`config.mk`:
```
export PLATFORM = sky130hd
export DESIGN_NAME = touch_acquisition_sequencer
export DESIGN_NICKNAME = d
export VERILOG_FILES = /design/src/rtl/touch_pkg.sv /design/src/rtl/sample_filter.sv /design/src/rtl/touch_acquisition_sequencer.sv
export SDC_FILE = /design/constraint.sdc
export NUM_CORES = 2
export LEC_CHECK = 0
export ABC_AREA = 1
export BUFFER_PORTS_ARGS = -buffer_cell sky130_fd_sc_hd__buf_2
export CAP_MARGIN = 20
export CORE_UTILIZATION = 55
export CTS_CLUSTER_SIZE = 40
export DETAILED_ROUTE_END_ITERATION = 8
export GPL_ROUTABILITY_DRIVEN = 0
export HOLD_SLACK_MARGIN = 0.08
export PLACE_DENSITY = 0.76
export SYNTH_ARGS = -nofsm -noshare
export SYNTH_HDL_FRONTEND = slang
export SYNTH_SLANG_ARGS = --single-unit
```
`constraint.sdc`:
```
create_clock -name sys_clk -period 54.7 [get_ports sys_clk]
set_clock_uncertainty 0.15 [all_clocks]
set_input_delay 2.735 -clock sys_clk [delete_from_list [all_inputs] [get_ports sys_clk]]
set_output_delay 2.735 -clock sys_clk [all_outputs]
set_load 0.01 [all_outputs]
```
`src/rtl/touch_pkg.sv`:
```
// Functional notes
// - Measure five channels, results readable by host.
// - Filter field picks 1, 3, 5, 7 samples.
// - Field 0 passes single sample unchanged.
// - Field 1 averages three, scaled 4079/4095.
// - Field 2 averages five, scaled 4079/4095.
// - Field 3 median: middle three averaged, scaled.
// - Settling delay between same-channel samples, 0.5us min.
// - Reset enters host mode, acquisition stopped.
// - Host mode converts only on host commands.
// - Host mode runs each command then idles.
// - Convert checks pen first; pen flag frozen.
// - Convert: bias channel, wait bias delay, convert.
// - Sequence convert walks masked channels, unbiases each.
// - Pre-selected channel converts without pen check.
// - End flags status, line low until read.
// - Pen mode: detection only, paced by ticks while pen down, continuous while up.
// - Tick skipped while interrupt line is low.
// - Pen touch/release toggles flag, may interrupt.
// - Pen check biases for bias delay over eight.
package touch_pkg;
	// --------------------
	// Register map
	// --------------------
	localparam logic [3:0] A_CTRL    = 4'h0;
	localparam logic [3:0] A_BIAS    = 4'h1;
	localparam logic [3:0] A_SETTLE  = 4'h2;
	localparam logic [3:0] A_SCAN    = 4'h3;
	localparam logic [3:0] A_CHMASK  = 4'h4;
	localparam logic [3:0] A_IRQMASK = 4'h5;
	localparam logic [3:0] A_CMD     = 4'h6;
	localparam logic [3:0] A_STATUS  = 4'h7;
	localparam logic [3:0] A_INTERRUPT_SOURCE  = 4'h8;
	localparam logic [3:0] A_DATA0   = 4'h9;
	// --------------------
	// Fields, resets, timing
	// --------------------
	localparam int        NCHAN          = 5;
	localparam logic [2:0] CH_SEQ        = 3'h7;
	localparam int        CLK_NS         = 10;
	localparam int        SETTLE_MIN_NS  = 500;
	localparam int        SETTLE_MIN_CYC =
		(SETTLE_MIN_NS + CLK_NS - 1) / CLK_NS;
	localparam logic [23:0] BIAS_RST     = 24'h000032;
	localparam logic [23:0] SETTLE_RST   = 24'h000032;
	localparam logic [4:0]  CHMASK_RST   = 5'h03;
	localparam int        PEN_SHIFT      = 3;
	localparam int        SCALE_NUM      = 4079;
	localparam int        SCALE_DEN      = 4095;
	localparam int        CMD_CH_LSB     = 2;
	typedef enum logic [1:0] {
		CMD_MANUAL  = 2'h0,
		CMD_PEN_DETECT_MODE  = 2'h1,
		CMD_SELECT  = 2'h2,
		CMD_CONVERT = 2'h3
	} cmd_t;
	typedef struct packed {
		logic [3:0]  addr;
		logic [23:0] wdata;
		logic        wr;
		logic        rd;
	} reg_req_t;
	typedef struct packed {
		logic       bias_en;
		logic [2:0] bias_chan;
		logic       pen_bias;
		logic       adc_start;
	} afe_ctl_t;
endpackage

```
`src/rtl/sample_filter.sv`:
```
`timescale 1ns/1ps
module sample_filter #(
	parameter int DEPTH = 7
) (
	input  wire logic        sys_clk,
	input  wire logic        sys_rst,
	input  wire logic        clear,
	input  wire logic        sample_valid,
	input  wire logic [11:0] sample,
	input  wire logic [1:0]  filt,
	output logic      [11:0] result
);
	import touch_pkg::*;
	logic [11:0] s [DEPTH];
	logic [2:0]  n;
	logic [2:0]  p;
	logic [15:0] sum;
	logic [31:0] scaled;
	// Samples are kept sorted on arrival, so no sort network is needed.
	always_comb begin
		p = 3'h0;
		for (int i = 0; i < DEPTH; i++) begin
			if (3'(i) < n && s[i] >= sample) begin
				p = p + 3'h1;
			end
		end
	end
	always_ff @(posedge sys_clk) begin
		if (sys_rst || clear) begin
			n <= 3'h0;
			for (int i = 0; i < DEPTH; i++) begin
				s[i] <= 12'h000;
			end
		end else if (sample_valid) begin
			n <= n + 3'h1;
			for (int i = 0; i < DEPTH; i++) begin
				if (3'(i) == p) begin
					s[i] <= sample;
				end else if (3'(i) > p && i > 0) begin
					s[i] <= s[i-1];
				end
			end
		end
	end
	always_comb begin
		sum = 16'h0000;
		scaled = 32'h00000000;
		case (filt)
			2'h0: begin
				result = s[0];
			end
			2'h1: begin
				sum = 16'(s[0]) + 16'(s[1]) + 16'(s[2]);
				scaled = (32'(sum) * SCALE_NUM) / (3 * SCALE_DEN);
				result = scaled[11:0];
			end
			2'h2: begin
				sum = 16'(s[0]) + 16'(s[1]) + 16'(s[2]) + 16'(s[3])
					+ 16'(s[4]);
				scaled = (32'(sum) * SCALE_NUM) / (5 * SCALE_DEN);
				result = scaled[11:0];
			end
			default: begin
				sum = 16'(s[2]) + 16'(s[3]) + 16'(s[4]);
				scaled = (32'(sum) * SCALE_NUM) / (3 * SCALE_DEN);
				result = scaled[11:0];
			end
		endcase
	end
endmodule // sample_filter

```
`src/rtl/touch_acquisition_sequencer.sv`:
```
`timescale 1ns/1ps
module touch_acquisition_sequencer #(
	parameter int NCH = touch_pkg::NCHAN
) (
	input  wire logic               sys_clk,
	input  wire logic               sys_rst,
	input  touch_pkg::reg_req_t     req,
	output logic             [23:0] rdata,
	input  wire logic               adc_done,
	input  wire logic        [11:0] adc_data,
	input  wire logic               pen_comp,
	output touch_pkg::afe_ctl_t     afe,
	output logic                    interrupt_line_n,
	output logic             [2:0]  x_range_code,
	output logic             [2:0]  y_range_code
);
	import touch_pkg::*;
	// --------------------
	// Sequencer states
	// --------------------
	typedef enum logic [2:0] {
		S_IDLE   = 3'b000,
		S_PEN    = 3'b001,
		S_BIAS   = 3'b011,
		S_CONV   = 3'b010,
		S_SETTLE = 3'b110,
		S_STORE  = 3'b111,
		S_NEXT   = 3'b101
	} state_t;
	state_t       state;
	logic [1:0]   filt;
	logic [23:0]  bias_delay;
	logic [23:0]  inter_sample_settling;
	logic [23:0]  scan_tick_interval;
	logic [4:0]   channel_mask;
	logic [1:0]   interrupt_mask;
	logic         pen_detect_mode;
	logic         pen_status;
	logic         conversion_status;
	logic         conv_irq;
	logic         pen_irq;
	logic [11:0]  data [NCH];
	logic [NCH-1:0] unread;
	logic         sel_valid;
	logic [2:0]   sel_chan;
	logic [2:0]   cur_ch;
	logic [4:0]   remaining;
	logic         job_conv;
	logic [23:0]  wait_cnt;
	logic [2:0]   samp_cnt;
	logic [23:0]  tick_cnt;
	logic         tick;
	logic [11:0]  filt_result;
	logic         cmd_wr;
	cmd_t         cmd_op;
	logic [2:0]   cmd_ch;
	logic [23:0]  pen_wait;
	logic [23:0]  settle_wait;
	logic [2:0]   last_samp;
	logic         data_rd;
	logic [2:0]   rd_ch;
	logic [NCH-1:0] next_unread;
	logic         pen_done;
	logic         conv_done;
	assign cmd_wr = req.wr && req.addr == A_CMD;
	assign cmd_op = cmd_t'(req.wdata[1:0]);
	assign cmd_ch = req.wdata[CMD_CH_LSB+2:CMD_CH_LSB];
	assign pen_wait = (bias_delay >> PEN_SHIFT) == 24'h000000 ?
		24'h000001 : bias_delay >> PEN_SHIFT;
	assign settle_wait = inter_sample_settling < 24'(SETTLE_MIN_CYC) ?
		24'(SETTLE_MIN_CYC) : inter_sample_settling;
	assign last_samp = {filt, 1'b1} - 3'h1;
	assign rd_ch = 3'(req.addr - A_DATA0);
	assign data_rd = req.rd && req.addr >= A_DATA0
		&& req.addr < A_DATA0 + 4'(NCH);
	assign pen_done = state == S_PEN && wait_cnt == 24'h000000;
	assign conv_done = state == S_NEXT && remaining == 5'h00;
	function automatic logic [2:0] low_ch(input logic [4:0] m);
		logic [2:0] c;
		c = 3'h0;
		for (int i = 4; i >= 0; i--) begin
			if (m[i]) begin
				c = 3'(i);
			end
		end
		return c;
	endfunction
	sample_filter #(
		.DEPTH(7)
	) u_filter (
		.sys_clk      (sys_clk),
		.sys_rst      (sys_rst),
		.clear        (state == S_BIAS),
		.sample_valid (state == S_CONV && adc_done),
		.sample       (adc_data),
		.filt         (filt),
		.result       (filt_result)
	);
	// --------------------
	// Configuration registers
	// --------------------
	always_ff @(posedge sys_clk) begin
		if (sys_rst) begin
			filt <= 2'h0;
			x_range_code <= 3'h0;
			y_range_code <= 3'h0;
			bias_delay <= BIAS_RST;
			inter_sample_settling <= SETTLE_RST;
			scan_tick_interval <= 24'h000000;
			channel_mask <= CHMASK_RST;
			interrupt_mask <= 2'h0;
		end else if (req.wr) begin
			case (req.addr)
				A_CTRL: begin
					filt <= req.wdata[1:0];
					x_range_code <= req.wdata[4:2];
					y_range_code <= req.wdata[7:5];
				end
				A_BIAS: bias_delay <= req.wdata;
				A_SETTLE: inter_sample_settling <= req.wdata;
				A_SCAN: scan_tick_interval <= req.wdata;
				A_CHMASK: channel_mask <= req.wdata[4:0];
				A_IRQMASK: interrupt_mask <= req.wdata[1:0];
				default: begin
				end
			endcase
		end
	end
	// --------------------
	// Mode and scan ticks
	// --------------------
	always_ff @(posedge sys_clk) begin
		if (sys_rst) begin
			pen_detect_mode <= 1'b0;
		end else if (cmd_wr && cmd_op == CMD_MANUAL) begin
			pen_detect_mode <= 1'b0;
		end else if (cmd_wr && cmd_op == CMD_PEN_DETECT_MODE && state == S_IDLE) begin
			pen_detect_mode <= 1'b1;
		end
	end
	always_ff @(posedge sys_clk) begin
		if (sys_rst || !pen_detect_mode
			|| scan_tick_interval == 24'h000000) begin
			tick_cnt <= 24'h000000;
			tick <= 1'b0;
		end else if (tick_cnt >= scan_tick_interval - 24'h000001) begin
			tick_cnt <= 24'h000000;
			tick <= 1'b1;
		end else begin
			tick_cnt <= tick_cnt + 24'h000001;
			tick <= 1'b0;
		end
	end
	// --------------------
	// Acquisition sequencer
	// --------------------
	always_ff @(posedge sys_clk) begin
		if (sys_rst || (cmd_wr && cmd_op == CMD_MANUAL)) begin
			state <= S_IDLE;
			wait_cnt <= 24'h000000;
			samp_cnt <= 3'h0;
			cur_ch <= 3'h0;
			remaining <= 5'h00;
			job_conv <= 1'b0;
			sel_valid <= 1'b0;
			sel_chan <= 3'h0;
			afe <= '0;
		end else begin
			afe.adc_start <= 1'b0;
			case (state)
				S_IDLE: begin
					if (pen_detect_mode && (!pen_status
						|| (tick && interrupt_line_n))) begin
						state <= S_PEN;
						job_conv <= 1'b0;
						wait_cnt <= pen_wait;
						afe.pen_bias <= 1'b1;
					end else if (!pen_detect_mode && cmd_wr
						&& cmd_op == CMD_SELECT && cmd_ch != CH_SEQ) begin
						sel_valid <= 1'b1;
						sel_chan <= cmd_ch;
						afe.bias_en <= 1'b1;
						afe.bias_chan <= cmd_ch;
					end else if (!pen_detect_mode && cmd_wr
						&& cmd_op == CMD_CONVERT) begin
						job_conv <= 1'b1;
						remaining <= cmd_ch == CH_SEQ ? channel_mask
							: 5'h01 << cmd_ch;
						cur_ch <= cmd_ch == CH_SEQ ?
							low_ch(channel_mask) : cmd_ch;
						if (sel_valid && cmd_ch == sel_chan) begin
							state <= S_BIAS;
							wait_cnt <= bias_delay;
						end else begin
							state <= S_PEN;
							wait_cnt <= pen_wait;
							afe.bias_en <= 1'b0;
							afe.pen_bias <= 1'b1;
						end
						sel_valid <= 1'b0;
					end
				end
				// pen bias for delay over eight
				S_PEN: begin
					if (wait_cnt != 24'h000000) begin
						wait_cnt <= wait_cnt - 24'h000001;
					end else begin
						afe.pen_bias <= 1'b0;
						if (job_conv && pen_comp && remaining != 5'h00) begin
							state <= S_BIAS;
							wait_cnt <= bias_delay;
						end else begin
							state <= S_IDLE;
							job_conv <= 1'b0;
						end
					end
				end
				S_BIAS: begin
					afe.bias_en <= 1'b1;
					afe.bias_chan <= cur_ch;
					samp_cnt <= 3'h0;
					if (wait_cnt != 24'h000000) begin
						wait_cnt <= wait_cnt - 24'h000001;
					end else begin
						state <= S_CONV;
						afe.adc_start <= 1'b1;
					end
				end
				S_CONV: begin
					if (adc_done) begin
						if (samp_cnt == last_samp) begin
							state <= S_STORE;
						end else begin
							state <= S_SETTLE;
							samp_cnt <= samp_cnt + 3'h1;
							wait_cnt <= settle_wait;
						end
					end
				end
				S_SETTLE: begin
					if (wait_cnt != 24'h000000) begin
						wait_cnt <= wait_cnt - 24'h000001;
					end else begin
						state <= S_CONV;
						afe.adc_start <= 1'b1;
					end
				end
				S_STORE: begin
					state <= S_NEXT;
					remaining[cur_ch] <= 1'b0;
				end
				S_NEXT: begin
					afe.bias_en <= 1'b0;
					cur_ch <= low_ch(remaining);
					wait_cnt <= bias_delay;
					state <= remaining == 5'h00 ? S_IDLE : S_BIAS;
					job_conv <= remaining != 5'h00;
				end
				default: begin
					state <= S_IDLE;
				end
			endcase
		end
	end
	// --------------------
	// Results and status
	// --------------------
	always_comb begin
		next_unread = unread;
		if (data_rd) begin
			next_unread[rd_ch] = 1'b0;
		end
		if (state == S_STORE) begin
			next_unread[cur_ch] = 1'b1;
		end
	end
	always_ff @(posedge sys_clk) begin
		if (sys_rst) begin
			unread <= '0;
			for (int i = 0; i < NCH; i++) begin
				data[i] <= 12'h000;
			end
		end else begin
			unread <= next_unread;
			if (state == S_STORE) begin
				data[cur_ch] <= filt_result;
			end
		end
	end
	always_ff @(posedge sys_clk) begin
		if (sys_rst) begin
			conversion_status <= 1'b0;
		end else if (state == S_BIAS) begin
			conversion_status <= 1'b1;
		end else if (conv_done || state == S_IDLE) begin
			conversion_status <= 1'b0;
		end
	end
	always_ff @(posedge sys_clk) begin
		if (sys_rst) begin
			pen_status <= 1'b0;
		end else if (pen_done && pen_detect_mode && !job_conv) begin
			pen_status <= pen_comp;
		end
	end
	// A new event wins over a read that clears in the same cycle.
	always_ff @(posedge sys_clk) begin
		if (sys_rst) begin
			conv_irq <= 1'b0;
			pen_irq <= 1'b0;
		end else begin
			if (conv_done && interrupt_mask[0]) begin
				conv_irq <= 1'b1;
			end else if (data_rd && next_unread == '0) begin
				conv_irq <= 1'b0;
			end
			if (pen_done && pen_detect_mode && !job_conv
				&& pen_comp != pen_status && interrupt_mask[1]) begin
				pen_irq <= 1'b1;
			end else if (req.rd && req.addr == A_INTERRUPT_SOURCE) begin
				pen_irq <= 1'b0;
			end
		end
	end
	always_ff @(posedge sys_clk) begin
		if (sys_rst) begin
			interrupt_line_n <= 1'b1;
		end else begin
			interrupt_line_n <= !(conv_irq || pen_irq);
		end
	end
	// --------------------
	// Register read port
	// --------------------
	always_ff @(posedge sys_clk) begin
		if (sys_rst || !req.rd) begin
			rdata <= 24'h000000;
		end else if (data_rd) begin
			rdata <= 24'(data[rd_ch]);
		end else begin
			case (req.addr)
				A_CTRL: rdata <= 24'({y_range_code, x_range_code, filt});
				A_BIAS: rdata <= bias_delay;
				A_SETTLE: rdata <= inter_sample_settling;
				A_SCAN: rdata <= scan_tick_interval;
				A_CHMASK: rdata <= 24'(channel_mask);
				A_IRQMASK: rdata <= 24'(interrupt_mask);
				A_STATUS: rdata <= 24'({state != S_IDLE, pen_detect_mode,
					pen_status, conversion_status});
				A_INTERRUPT_SOURCE: rdata <= 24'({pen_irq, conv_irq});
				default: rdata <= 24'h000000;
			endcase
		end
	end
endmodule // touch_acquisition_sequencer

```
==> run metrics <==
grt ovf=0; highest fanout seen on the critical path=24; count of instances resized after the clock tree is built=0; final worst path period need=24.53 ns; Skew-Pair Late Insertion Delay=0.60 ns; count of vias placed by the detailed router=50,000; Critical Path Start Type=flop; Worst Path Required=54.86 ns; proportion of netlist area held by the largest area contributor=11.7%; M1 WL=60.8 mm; total of flip-flops plus latches after synthesis=379; placeable core region=96,600 um2; Max Clk Rate=40.8 MHz; maximum number of pins on one net before global-route repair=83; critical setup path kind=flop to flop; Post-CTS Setup Inserts=0; Layout Area Growth over Synthesis=4.89%; Net Count, Synth=8,503; Post-DRT Antenna Nets=0; maximum single-stage delay on the critical path=0.66 ns; Pins Over Slew Limit=0; unrepaired setup endpoints after global routing=no; Post-Syn Area=53,600 um2; most common library cells after synthesis=nand2_1 (1,671), inv_1 (1,317), nor2_1 (636); slowest stage cell on the critical path=o21ai_1; routed vias/inst=5.50; sequential cell area=9390 um2; Overall Global Routing Usage=28.8%; worst relative slew slack=25.6%; post-synthesis cell type with the largest combined area=nand2_1; initial DRC count=4,378; WP data arrival=24.68 ns; max-capacitance violation count=0; hold buffer count at cts=0; I/O Pins=83; antenna violations before repair=12; DRC violations left=0; setup tns final=0 ns; top layer in use=met5; root buf cell=clkbuf_16; global-route wire length before repair=236 mm; TritonCTS buffer count=42; final instance count without filler cells=9,086; count of warnings emitted by yosys=0; final net count=8,508; CTS H-tree depth=2; clock sink count=379; Synth Instances=7,764; number of unique standard cell types used by synthesis=85; top cells by area in the synthesized netlist=nand2_1 (12%), edfxtp_1 (10%), fa_1 (10%), ha_1 (9.9%), inv_1 (9.2%); via count of the first global-routing pass=47,400; per-instance average area after synthesis=6.91 um2; number of buffers added on ports=82; post-synthesis sequential area ratio=17.5%; Async SR Flop Fraction=0%; num rows=114; cell count after placement=9,000; wire length on met3=8.77 mm; cell with the most instances after synthesis=nand2_1; path category of the worst min-delay check=flop to flop; maximum buffer depth of the clock tree=3; final critical-path share of the clock period=44.8%; CTS tree=built; Die X-Extent=314 um; final routed wire length divided by cell count=15.8 um; HPWL after DPL=118 mm; most used flip-flop cell after synthesis=dfxtp_1; effective utilization at floorplan=55.5%; Worst path top cell family by delay=simple AND/OR/NAND/NOR gates; Setup crit end kind=flop; Final setup viols=0; routed wire length=144 mm; Clock Pin Slew Worst Setup and Hold Paths=0.06 ns; Die Height=314 um; layout cells sized above 1=14.2%; total iterations of the first detailed-routing run=9; pin slew with the least headroom to its limit=1.12 ns; number of fill cells=8,945; status=finished clean; multi-input combinational cell area=37,800 um2; amount of wire on met2 after detailed routing=68.4 mm; count of buffer and inverter cells on the critical path=14; cell occurring most often along the worst timing path=nand2_2; number of enable flip-flop cells after synthesis=180; floorplan die area=98,700 um2; number of hold violations in the final report=0
-- worst paths after layout --
| path | from | endpoint | slack, ns | cells after the start |
|---|---|---|---|---|
| worst min-delay path | sel_valid | sel_valid | 0.32 | 2 |
| worst max-delay path | u_filter.s[0][0] | data[6][0] | 30.17 | 131 |
| worst min register to register | sel_valid | sel_valid | 0.32 | 2 |
| worst max register to register | u_filter.s[0][0] | data[6][0] | 30.17 | 131 |
-- cell type report --
cell class	count	share of cell area, %
timing repair buffer	112	1.17
antenna	8	0.0356
inverter	1422	9.57
tap	1276	2.84
clock buffer	56	1.98
clock inverter	21	0.543
sequential	379	16.7
multi-input combinational	5812	67.2
-- logic make-up after synthesis --
| kind of cell | after synthesis | share of synthesized area (%) |
|---|---|---|
| AOI/OAI and AO/OA | 1148 | 12.4 |
| and+or+nand+nor | 3785 | 35.0 |
| buffers and inverters | 1573 | 12.1 |
| DFF | 379 | 17.5 |
| adders and majority gates | 693 | 20.0 |
| xor gates and xnor gates | 186 | 3.08 |
-- layer usage --
| metal | vias up | GRT usage (%) |
|---|---|---|
| met5 | - | 0 |
| met2 | 1608 | 50.0 |
| met4 | 14 | 11.0 |
| met3 | 340 | 3.45 |
| met1 | 23100 | 36.5 |
| li1 | 24900 | - |
-- per-stage QoR --
step           cell area, um2  hold slack (ns)  util [%]  setup slack (ns)
2_1_floorplan           53600            0.280         -             34.74
3_3_place_gp            54800            0.295      56.7             31.28
3_5_place_dp            54800            0.306      56.7             30.39
4_1_cts                 56200            0.320      58.2             30.35
5_1_grt                 56200            0.352      58.2             27.88
6_report                56200            0.321      58.2             30.17
-- layout by cell type (no fill, tap or decap), types with 23 or more instances in the layout --
cell,instances
buf_4,28
nand2_4,139
nand3_2,72
xnor2_1,51
xor2_1,132
buf_2,82
o21ai_2,26
nor2_1,636
nor3_1,58
inv_2,78
a211oi_1,31
o21ai_1,43
nand3b_1,23
nand2_1,1671
edfxtp_1,180
nand4_1,89
nand3_1,498
a21oi_1,462
nand2_2,378
fa_1,270
o21ai_0,322
clkbuf_16,42
ha_1,423
inv_1,1317
nor2_2,84
o21bai_1,30
nor2_4,51
dfxtp_1,199
o22ai_1,69
-- registers in the layout, summed over array words and instances (netlist names), 2 cells and up --
register	count
inter_sample_settling	24
tick_cnt	24
sel_chan	3
data	96
wait_cnt	24
channel_mask	5
u_filter.n	3
y_range_code	3
unread	5
cur_ch	3
samp_cnt	3
bias_delay	24
interrupt_mask	2
state	3
filt	2
remaining	5
afe	6
x_range_code	3
u_filter.s	84
rdata	24
scan_tick_interval	24
-- tightest hold or removal path, cell delays in order, from the launching register on --
cell and delay, ns:
dfxtp_1 0.31, nand2_1 0.06, a21oi_1 0.05
Power is left out: the tool's default activity adds up to more than one toggle a clock period on the data nets, which glitch-free logic cannot reach.
